<file path="src/logic/emad_pkg.sv">
// Package: register map, field layout and carriers for the address decoder
package emad_pkg;
   // Register indices; byte address is four times the index
   localparam logic [7:0] IDX_PORT4_CONFIG  = 8'h92;
   localparam logic [7:0] IDX_PAGED_UPPER   = 8'h9c;
   localparam logic [7:0] IDX_ADDR_CONTROL  = 8'h9d;
   localparam logic [7:0] IDX_PORT5_CONFIG  = 8'ha2;
   localparam logic [7:0] IDX_PORT6_CONFIG  = 8'hb2;
   localparam logic [7:0] IDX_TIMED_ACCESS  = 8'hc7;
   localparam logic [7:0] IDX_STATUS        = 8'hc8;
   localparam logic [7:0] IDX_MOVE_UPPER    = 8'hea;
   // Field positions
   localparam int MODE_LSB  = 0;
   localparam int WIDE_LSB  = 3;
   localparam int ENAB_LSB  = 0;
   // Reset values
   localparam logic [7:0] RST_PORT4   = 8'h3f;
   localparam logic [7:0] RST_PORT5   = 8'h00;
   localparam logic [7:0] RST_PORT6   = 8'h00;
   localparam logic [7:0] RST_CONTROL = 8'h00;
   localparam logic [7:0] RST_ZERO    = 8'h00;
   // Map applied when the internal ROM is enabled
   localparam logic [1:0] ROM_MODE    = 2'b10;
   localparam logic [2:0] ROM_P4_WIDE = 3'b101;
   localparam logic [2:0] ROM_P6_ENAB = 3'b111;
   // Bits guarded by the timed-access window
   localparam logic [7:0] PROT_PORT4   = 8'h3f;
   localparam logic [7:0] PROT_CONTROL = 8'h03;
   localparam logic [7:0] PROT_PORT5   = 8'h07;
   localparam logic [7:0] PROT_PORT6   = 8'h3f;
   // Timed access
   localparam logic [7:0] TA_KEY_FIRST  = 8'haa;
   localparam logic [7:0] TA_KEY_SECOND = 8'h55;
   localparam logic [1:0] TA_WINDOW     = 2'd3;
   // Block size shifts
   localparam logic [4:0] SHIFT_32K = 5'd15;
   localparam logic [4:0] SHIFT_4M  = 5'd22;

   typedef enum logic [2:0] {
      ACC_NONE, ACC_PROG, ACC_VECTOR, ACC_DPTR, ACC_RI, ACC_STACK
   } emad_acc_type;

   typedef enum logic [1:0] {
      MODE_16, MODE_PAGED, MODE_CONTIG
   } emad_mode_type;

   typedef struct packed {
      emad_acc_type kind;
      logic [23:0]  pc;
      logic [7:0]   pointer_ext_byte;
      logic [7:0]   pointer_high_byte;
      logic [7:0]   pointer_low_byte;
      logic [7:0]   ri;
      logic [7:0]   port2;
      logic [7:0]   sp;
      logic [7:0]   stack_ptr_extension;
      logic [7:0]   gpio4;
      logic [7:0]   gpio5;
      logic [7:0]   gpio6;
   } emad_req_type;

   typedef struct packed {
      logic [23:0] addr;
      logic [7:0]  port0_addr;
      logic        port0_addr_en;
      logic [7:0]  port7_addr;
      logic        port7_addr_en;
      logic [7:0]  port2;
      logic [7:0]  port4;
      logic [7:0]  port4_alt;
      logic [7:0]  port5;
      logic [7:0]  port5_alt;
      logic [7:0]  port6;
      logic [7:0]  port6_alt;
      logic [7:0]  ce_n;
      logic [3:0]  peripheral_chip_select_n;
   } emad_pins_type;

   typedef struct packed {
      logic extra_call_cycle;
      logic extra_irq_cycle;
      logic extra_inc_dptr_cycle;
      logic pc_full_24;
      logic stack_10bit;
   } emad_timing_type;
endpackage : emad_pkg

</file>
<file path="src/logic/emad_top.sv">
// External memory address and chip-enable decoder with Wishbone registers
//
// The Wishbone slave port was decided locally.
`timescale 1ns/1ps
module emad_top
   import emad_pkg::*;
(
   input  wire logic         clk,
   input  wire logic         rst,
   input  wire logic         wb_cyc_i,
   input  wire logic         wb_stb_i,
   input  wire logic         wb_we_i,
   input  wire logic [9:0]   wb_adr_i,
   input  wire logic [3:0]   wb_sel_i,
   input  wire logic [31:0]  wb_dat_i,
   output logic      [31:0]  wb_dat_o,
   output logic              wb_ack_o,
   input  wire logic         rom_enable,
   input  wire logic         bus_demux_strap,
   input  wire emad_req_type req,
   output emad_pins_type     pins,
   output emad_timing_type   timing
);
   logic [7:0]    port4_config;
   logic [7:0]    paged_program_upper;
   logic [7:0]    address_control;
   logic [7:0]    port5_config;
   logic [7:0]    port6_config;
   logic [7:0]    indirect_move_upper;
   logic          init_done;
   logic          demux;
   logic          key_armed;
   logic [1:0]    window;
   emad_pins_type next_pins;

   // Bus decode
   wire        bus_req     = wb_cyc_i & wb_stb_i & ~wb_ack_o;
   wire        wr          = bus_req & wb_we_i & wb_sel_i[0];
   wire [7:0]  idx         = wb_adr_i[9:2];
   wire [7:0]  wd          = wb_dat_i[7:0];
   wire        win_open    = window != 2'd0;
   wire [7:0]  open_mask   = {8{win_open}};
   wire        wr_p4       = wr & (idx == IDX_PORT4_CONFIG);
   wire        wr_pg       = wr & (idx == IDX_PAGED_UPPER);
   wire        wr_ac       = wr & (idx == IDX_ADDR_CONTROL);
   wire        wr_p5       = wr & (idx == IDX_PORT5_CONFIG);
   wire        wr_p6       = wr & (idx == IDX_PORT6_CONFIG);
   wire        wr_mx       = wr & (idx == IDX_MOVE_UPPER);
   wire        wr_ta       = wr & (idx == IDX_TIMED_ACCESS);
   wire        wr_guarded  = wr_p4 | wr_ac | wr_p5 | wr_p6;

   // Guarded bits keep their value unless the window is open
   function automatic logic [7:0] merge(input logic [7:0] old,
                                        input logic [7:0] data,
                                        input logic [7:0] prot,
                                        input logic [7:0] open);
      merge = (old & prot & ~open) | (data & (~prot | open));
   endfunction : merge

   wire [7:0] next_p4 = merge(port4_config, wd, PROT_PORT4,
                              open_mask);
   wire [7:0] next_ac = merge(address_control, wd, PROT_CONTROL,
                              open_mask);
   wire [7:0] next_p5 = merge(port5_config, wd, PROT_PORT5,
                              open_mask);
   wire [7:0] next_p6 = merge(port6_config, wd, PROT_PORT6,
                              open_mask);

   // Mode decode
   // Both 10 and 11 select contiguous addressing
   wire [1:0]     mode_bits = address_control[MODE_LSB +: 2];
   wire emad_mode_type mode = mode_bits[1] ? MODE_CONTIG :
                              (mode_bits[0] ? MODE_PAGED :
                               MODE_16);
   wire [2:0] p4_wide = port4_config[WIDE_LSB +: 3];
   wire [2:0] p4_enab = port4_config[ENAB_LSB +: 3];
   wire [2:0] p5_enab = port5_config[ENAB_LSB +: 3];
   wire [2:0] p6_wide = port6_config[WIDE_LSB +: 3];
   wire [2:0] p6_enab = port6_config[ENAB_LSB +: 3];

   // Enable count: 0xx none, 100..111 one to four
   function automatic logic [2:0] enab_count(input logic [2:0] f);
      enab_count = f[2] ? ({1'b0, f[1:0]} + 3'd1) : 3'd0;
   endfunction : enab_count

   wire [2:0] cnt_lo  = enab_count(p4_enab);
   wire [2:0] cnt_hi  = enab_count(p6_enab);
   wire [2:0] cnt_pce = enab_count(p5_enab);

   // Upper address lines in use: 000 none, up to six at 11x
   wire [2:0] lines = (p4_wide[2] & p4_wide[1]) ? 3'd6 : p4_wide;

   // Program block size: 32kB at 000, else 128kB doubled per step
   wire [4:0] prog_shift = (p4_wide == 3'd0) ? SHIFT_32K :
                           (5'd16 + {2'b00, lines});
   // Data block size: 32kB, then 128kB to 1MB
   wire [4:0] data_shift = (p6_wide == 3'd0) ? SHIFT_32K :
                           (p6_wide[2] ? 5'd20 :
                            (5'd16 + {2'b00, p6_wide}));

   // Address generation
   logic [23:0] next_addr;
   always_comb begin
      next_addr = 24'h00_0000;
      unique case (req.kind)
         ACC_PROG: begin
            unique case (mode)
               MODE_16:     next_addr = {8'h00, req.pc[15:0]};
               MODE_PAGED:  next_addr = {paged_program_upper,
                                         req.pc[15:0]};
               MODE_CONTIG: next_addr = req.pc;
               default:     next_addr = {8'h00, req.pc[15:0]};
            endcase
         end
         ACC_VECTOR: begin
            if (mode == MODE_CONTIG) begin
               next_addr = req.pc;
            end else begin
               next_addr = {8'h00, req.pc[15:0]};
            end
         end
         ACC_DPTR: begin
            next_addr = {(mode == MODE_16) ? 8'h00 : req.pointer_ext_byte,
                         req.pointer_high_byte,
                         req.pointer_low_byte};
         end
         ACC_RI: begin
            next_addr = {(mode == MODE_16) ? 8'h00 : indirect_move_upper,
                         req.port2, req.ri};
         end
         ACC_STACK: begin
            next_addr = {8'h00, req.stack_ptr_extension,
                         req.sp};
         end
         default: next_addr = 24'h00_0000;
      endcase
   end

   // Stack accesses drive the address only, never an enable
   wire is_prog = (req.kind == ACC_PROG) | (req.kind == ACC_VECTOR);
   wire is_data = (req.kind == ACC_DPTR) | (req.kind == ACC_RI);
   wire [8:0] prog_block = 9'(next_addr >> prog_shift);
   wire [8:0] data_block = 9'(next_addr >> data_shift);

   // Enable n owns block n; absent enables never go low
   logic [7:0] next_ce_n;
   logic [3:0] next_pce_n;
   always_comb begin
      for (int n = 0; n < 8; n++) begin
         next_ce_n[n] = ~(is_prog & (prog_block == 9'(n)) &
                          ((n < 4) ? (3'(n) < cnt_lo) :
                           (3'(n - 4) < cnt_hi)));
      end
      for (int n = 0; n < 4; n++) begin
         next_pce_n[n] = ~(is_data & (data_block == 9'(n)) &
                           (3'(n) < cnt_pce));
      end
   end

   // Pin functions; same positions whatever the bus mode
   logic [7:0] alt4;
   logic [7:0] alt5;
   logic [7:0] alt6;
   logic [7:0] val4;
   logic [7:0] val5;
   logic [7:0] val6;
   always_comb begin
      for (int i = 0; i < 4; i++) begin
         alt4[i]     = 3'(i) < cnt_lo;
         alt4[i + 4] = 3'(i) < lines;
         alt6[i]     = 3'(i) < cnt_hi;
         alt5[i]     = 1'b0;
         alt5[i + 4] = 3'(i) < cnt_pce;
      end
      alt6[4] = lines > 3'd4;
      alt6[5] = lines > 3'd5;
      // Port 6 bits 7:6 and port 5 bits 3:0 stay general purpose
      alt6[7:6] = 2'b00;
      val4 = {next_addr[19:16], next_ce_n[3:0]};
      val5 = {next_pce_n, 4'h0};
      val6 = {2'b00, next_addr[21:20], next_ce_n[7:4]};
   end

   always_comb begin
      next_pins.addr          = next_addr;
      next_pins.port2         = next_addr[15:8];
      next_pins.port0_addr    = next_addr[7:0];
      next_pins.port0_addr_en = ~demux;
      next_pins.port7_addr    = next_addr[7:0];
      next_pins.port7_addr_en = demux;
      next_pins.port4_alt     = alt4;
      next_pins.port5_alt     = alt5;
      next_pins.port6_alt     = alt6;
      next_pins.port4 = (alt4 & val4) | (~alt4 & req.gpio4);
      next_pins.port5 = (alt5 & val5) | (~alt5 & req.gpio5);
      next_pins.port6 = (alt6 & val6) | (~alt6 & req.gpio6);
      next_pins.ce_n  = next_ce_n;
      next_pins.peripheral_chip_select_n = next_pce_n;
   end

   // Read mux; unmapped indices read zero but still acknowledge
   // Status lets software watch the key and window state
   wire [7:0] status = {3'b000, key_armed, win_open, demux,
                        mode_bits};
   wire [7:0] rd_byte =
      (idx == IDX_PORT4_CONFIG) ? port4_config :
      (idx == IDX_PAGED_UPPER)  ? paged_program_upper :
      (idx == IDX_ADDR_CONTROL) ? address_control :
      (idx == IDX_PORT5_CONFIG) ? port5_config :
      (idx == IDX_PORT6_CONFIG) ? port6_config :
      (idx == IDX_MOVE_UPPER)   ? indirect_move_upper :
      (idx == IDX_STATUS)       ? status : RST_ZERO;

   // Bus answer: one wait, ack for one cycle
   // Ack masks the request for one cycle, so a held strobe is taken every other cycle
   always_ff @(posedge clk or posedge rst) begin
      if (rst) begin
         wb_ack_o <= 1'b0;
         wb_dat_o <= 32'h0000_0000;
      end else begin
         wb_ack_o <= bus_req;
         wb_dat_o <= {24'h00_0000, bus_req ? rd_byte : RST_ZERO};
      end
   end

   // Timed access: AAh arms, 55h next opens a short window
   // Any other write disarms, so a stray store cannot open it
   always_ff @(posedge clk or posedge rst) begin
      if (rst) begin
         key_armed <= 1'b0;
         window    <= 2'd0;
      end else begin
         if (wr) begin
            key_armed <= wr_ta & (wd == TA_KEY_FIRST);
         end
         if (wr_ta & key_armed & (wd == TA_KEY_SECOND)) begin
            window <= TA_WINDOW;
         end else if (wr_guarded) begin
            window <= 2'd0;
         end else if (win_open) begin
            window <= window - 2'd1;
         end
      end
   end

   // Strap and ROM map are taken in the first cycle after release,
   // since an asynchronous reset may load constants only
   always_ff @(posedge clk or posedge rst) begin
      if (rst) begin
         init_done <= 1'b0;
         demux     <= 1'b0;
      end else if (!init_done) begin
         init_done <= 1'b1;
         demux     <= bus_demux_strap;
      end
   end

   // Guarded configuration; ROM map follows the reset defaults by a cycle
   always_ff @(posedge clk or posedge rst) begin
      if (rst) begin
         port4_config    <= RST_PORT4;
         address_control <= RST_CONTROL;
         port5_config    <= RST_PORT5;
         port6_config    <= RST_PORT6;
      end else if (!init_done) begin
         if (rom_enable) begin
            address_control[MODE_LSB +: 2] <= ROM_MODE;
            port4_config[WIDE_LSB +: 3]    <= ROM_P4_WIDE;
            port6_config[ENAB_LSB +: 3]    <= ROM_P6_ENAB;
         end
      end else begin
         if (wr_p4) begin
            port4_config <= next_p4;
         end
         if (wr_ac) begin
            address_control <= next_ac;
         end
         if (wr_p5) begin
            port5_config <= next_p5;
         end
         if (wr_p6) begin
            port6_config <= next_p6;
         end
      end
   end

   // Unguarded upper address bytes
   always_ff @(posedge clk or posedge rst) begin
      if (rst) begin
         paged_program_upper <= RST_ZERO;
         indirect_move_upper <= RST_ZERO;
      end else if (init_done) begin
         if (wr_pg) begin
            paged_program_upper <= wd;
         end
         if (wr_mx) begin
            indirect_move_upper <= wd;
         end
      end
   end

   // Pins and core timing hints, all registered
   always_ff @(posedge clk or posedge rst) begin
      if (rst) begin
         pins   <= '{ce_n: 8'hff, peripheral_chip_select_n: 4'hf,
                     port0_addr_en: 1'b1, default: '0};
         timing <= '0;
      end else begin
         pins                        <= next_pins;
         timing.extra_call_cycle     <= mode == MODE_PAGED;
         timing.extra_irq_cycle      <= mode == MODE_PAGED;
         timing.extra_inc_dptr_cycle <= mode == MODE_CONTIG;
         timing.pc_full_24           <= mode == MODE_CONTIG;
         timing.stack_10bit          <= req.kind == ACC_STACK;
      end
   end
endmodule : emad_top

</file>
<file path="config.mk">
export PLATFORM = sky130hd
export DESIGN_NAME = emad_top
export DESIGN_NICKNAME = d
export VERILOG_FILES = /design/src/logic/emad_pkg.sv /design/src/logic/emad_top.sv
export SDC_FILE = /design/constraint.sdc
export NUM_CORES = 1
export LEC_CHECK = 0
export BUFFER_PORTS_ARGS = -buffer_cell sky130_fd_sc_hd__buf_4
export CORE_ASPECT_RATIO = 2
export CORE_MARGIN = 4
export CORE_UTILIZATION = 35
export CTS_CLUSTER_DIAMETER = 200
export DETAILED_ROUTE_END_ITERATION = 16
export HOLD_SLACK_MARGIN = 0.12
export PLACE_DENSITY = 0.72
export SLEW_MARGIN = 40
export SYNTH_ARGS = -nofsm -noshare
export SYNTH_HDL_FRONTEND = slang
export SYNTH_SLANG_ARGS = --single-unit
</file>
<file path="constraint.sdc">
create_clock -name clk -period 5.5 [get_ports clk]
set_input_delay 1.1 -clock clk [delete_from_list [all_inputs] [get_ports clk]]
set_output_delay 1.1 -clock clk [all_outputs]
set_load 0.01 [all_outputs]
</file>
==> impl_results.md <==
* Post-DP HPWL at 19000 um
* Fin Setup TNS at 0 ns
* Drt total wl at 24500 um
* Clock Power Share at 45.9%
* WS Path Type: in -> reg
* Num rows at 75
* Most frequent cells after synthesis: dfrtp_1 (126), nor2_1 (64), a21oi_1 (57)
* Worst slew pin tran at 0.743 ns
* # resized after CTS at 0
* Largest cells by area after synthesis: dfrtp_1 (42%), dfstp_2 (6.7%), mux2_2 (6.5%)
* Gate power share at 14.2%
* FFs w/ async S/R, synth at 100%
* Final Net Count at 1090
* Final Cycle Share at 64.7%
* Status: complete, no violations
* Sequential area share after synthesis at 49.2%
* Origin of the critical flop-to-flop path: address_control[1]$_DFFE_PP0P_
* Clock root buffer master: clkbuf_16
* Vias/cell at roughly 5.3
* Hold Crit Class: reg -> reg
* Die ar. at approximately 24000 sq um
* Flop pwr share at 39.9%
* Total number of vias at approximately 6400
* Area grow syn2layout at 33.1%
* Critical Path Source Type: input port
* RSZ-0062 raised after global routing: false
* GRT overflow at 0
* Num Clock Sinks at 145
* GR met1 Demand/Resource at 20.7%
* Sw Ratio at around a quarter
* CP Max Fanout at 25
* Synth area leader: dfrtp_1
* Maximum VDD drop at between 0.15 and 0.2 mV
* Worst hold start: demux$_DFFE_PP0N_
* Top-area cell type share of the netlist area at 42.4%
* Worst reg2reg setup slack at 2.39 ns
* Pwr per Cell Area at 286 nW/um^2
* Max-slew violation count at 0
* Global-route wire length before repair at 37700 um
* Critical path's largest stage delay at roughly 0.67 ns
* Slew HR at 50.3%
* Post-synth EDFFs at 0
* Crit path DAT at between 3 and 4 ns
* GPL Wtd Cong at 0.903
* Vias in the first global route at 6554
* Hold path endpoint: pins[68]$_DFF_PP0_
* Gate Count Post-Synth at 714
* Starting Density at 35.5%
* Routed Antenna Nets at 0
* Gr usage total at 20.7%
* Worst skew pair latency at 0.43 ns
* Clock transition at path regs at approximately 0.060 ns
* Static Leakage at roughly 4.7 nW
* Main flop type after synthesis: dfrtp_1
* Final hold violation count at 0
* Worst EP required at roughly 5.8 ns
* Largest net degree at the start of global routing at 54
* Clk buf depth at 2
* DRC at 0
* Met2 Use GR at 38.5%
* Most frequent cell after synthesis: dfrtp_1
* DRT Pass-1 Iters at 5
* Kind of cell adding the most delay to the critical path: simple AND/OR/NAND/NOR gates
* Worst r2r path cells at 8
* Port buffer count at 248
* Die Height at 214 um
* Core ar. at 20900 sq um
* Final core utilization at roughly 47%
* Top-Level Pins at 308
* Worst Setup End Kind: flip-flop
* Ys Warns at 0
* Net Sw Power at around 0.0007 W
* CP Cell Sequence: buf_4, nor2b_2, buf_4, nand2_1, a31oi_1, mux4_2, nor2_1, a21o_2, nor2_2, a31oi_1
* Crit path buf inv count at 2
* Skew final at 0.00932 ns
* Layout cells sized above 1 at 40.1%
* CTS HTree Levels at 4
* Die X at 111 um
* Maximum clock rate at around 280 MHz
* Initial antenna violation count at 0
* Cell Int Power at 0.00212 W
* Syn avg cell area at 10.4 sq um
* Met3 GRT Util at 4.83%
* Cell variety after synth at 75
* Hold buffers post-CTS at 0
* CTS tree: built
* GR peak layer: met2
* TritonCTS Buffers at 17
* Fin crit period at around 3.6 ns
* Max-cap violations at 0
* Initial drt markers at roughly 460
* Reg-to-Reg End: pins[22]$_DFF_PP0_
* Syn Std Cell Area at about 7400 sq um
* Post-CTS setup buffers at 0
* # setup viols final at 0
* Flop and latch count out of synthesis at 145
* Routed wire per std cell at between 20 and 25 um
* N_diodes at 0
* Hold path cells at 0
* Slowest stage cell on the critical path: nor2b_2
==> sequential cells by signal, indices dropped and copies added, names as in the netlist, named ones only <==
register,cells
window,2
port4_config,5
timing,3
key_armed,1
demux,1
port6_config,5
paged_program_upper,8
wb_dat_o,8
pins,80
indirect_move_upper,8
wb_ack_o,1
address_control,8
init_done,1
port5_config,5
==> final cells by class <==
cell class                 count  area, sq um
clock buffer                  18          439
clock inverter                14          228
fill                        1966        11000
inverter                      30          118
multi-input combinational    479         3220
sequential                   145         3650
tap                          269          337
timing repair buffer         253         1900
==> per-stage QoR <==
| stage | setup slack, ns | total power [W] | hold WS [ns] | cells | instance area [sq um] |
|---|---|---|---|---|---|
| floorplan | 0.537 | 0.00138 | 0.369 | 743 | 7540 |
| global placement | 1.53 | 0.00155 | 0.377 | 1176 | 9220 |
| detailed placement | 1.46 | 0.00155 | 0.388 | 1176 | 9220 |
| global route | 1.72 | 0.00295 | 0.405 | 1208 | 9890 |
| CTS | 1.93 | 0.00288 | 0.398 | 1208 | 9880 |
| finish | 1.94 | 0.00283 | 0.397 | 1208 | 9890 |
==> cells by family after synthesis <==
kind of cell               count (synthesis)  share of synthesized area [%]
and+or+nand+nor                          213                           15.8
buffers and inverters                    119                           9.13
AOI/OAI and AO/OA                        153                           13.7
other                                      2                          0.101
xor gates and xnor gates                   2                          0.236
adders and majority gates                  4                          0.674
DFF                                      145                           49.2
muxes                                     76                           11.1
==> worst max-delay path by stage <==
stage	endpoint	cells after the start	slack, ns	from
after floorplan	asynchronous set/reset pin	1	0.54	rst
after global placement	pins[21]$_DFF_PP0_	10	1.53	req[105]
after detailed placement	pins[21]$_DFF_PP0_	10	1.46	req[105]
after CTS	pins[21]$_DFF_PP0_	10	1.93	req[105]
after global routing	pins[21]$_DFF_PP0_	10	1.72	req[105]
final	pins[21]$_DFF_PP0_	10	1.94	req[105]
==> power groups by stage <==
stage	registers (W)	clock network, W	logic (W)
finish	0.00113	0.00130	0.000402
global route	0.00113	0.00138	0.000439
CTS	0.00113	0.00134	0.000406
detailed placement	0.00115	0	0.000404
global placement	0.00115	0	0.000398
floorplan	0.00116	0	0.000221
==> per-layer routing <==
| layer | up-vias | wire length [um] |
|---|---|---|
| li1 | 2883 | - |
| met1 | 3061 | 8130 |
| met2 | 338 | 13500 |
| met3 | 72 | 1620 |
| met4 | 0 | 1260 |
| met5 | - | 0 |
==> cells in the final DEF (no fill, tap or decap), types with 6 or more instances in the layout <==
cell       synthesis  layout
mux2_2            43      43
conb_1             2      31
nand2_1           38      38
a221oi_1          20      20
nor2_1            64      64
dfrtp_1          126     126
buf_4             56     253
nor2b_1           10       9
dfstp_2           19      19
nand3_1           28      28
o21ai_0           23      23
mux2i_1           32      32
nand2b_1           6       6
a21oi_1           57      57
and3_1            15      15
inv_1             28      27
a31oi_1           11      11
clkbuf_16          0      17
Note: power is estimated with default switching activity, not from simulation.
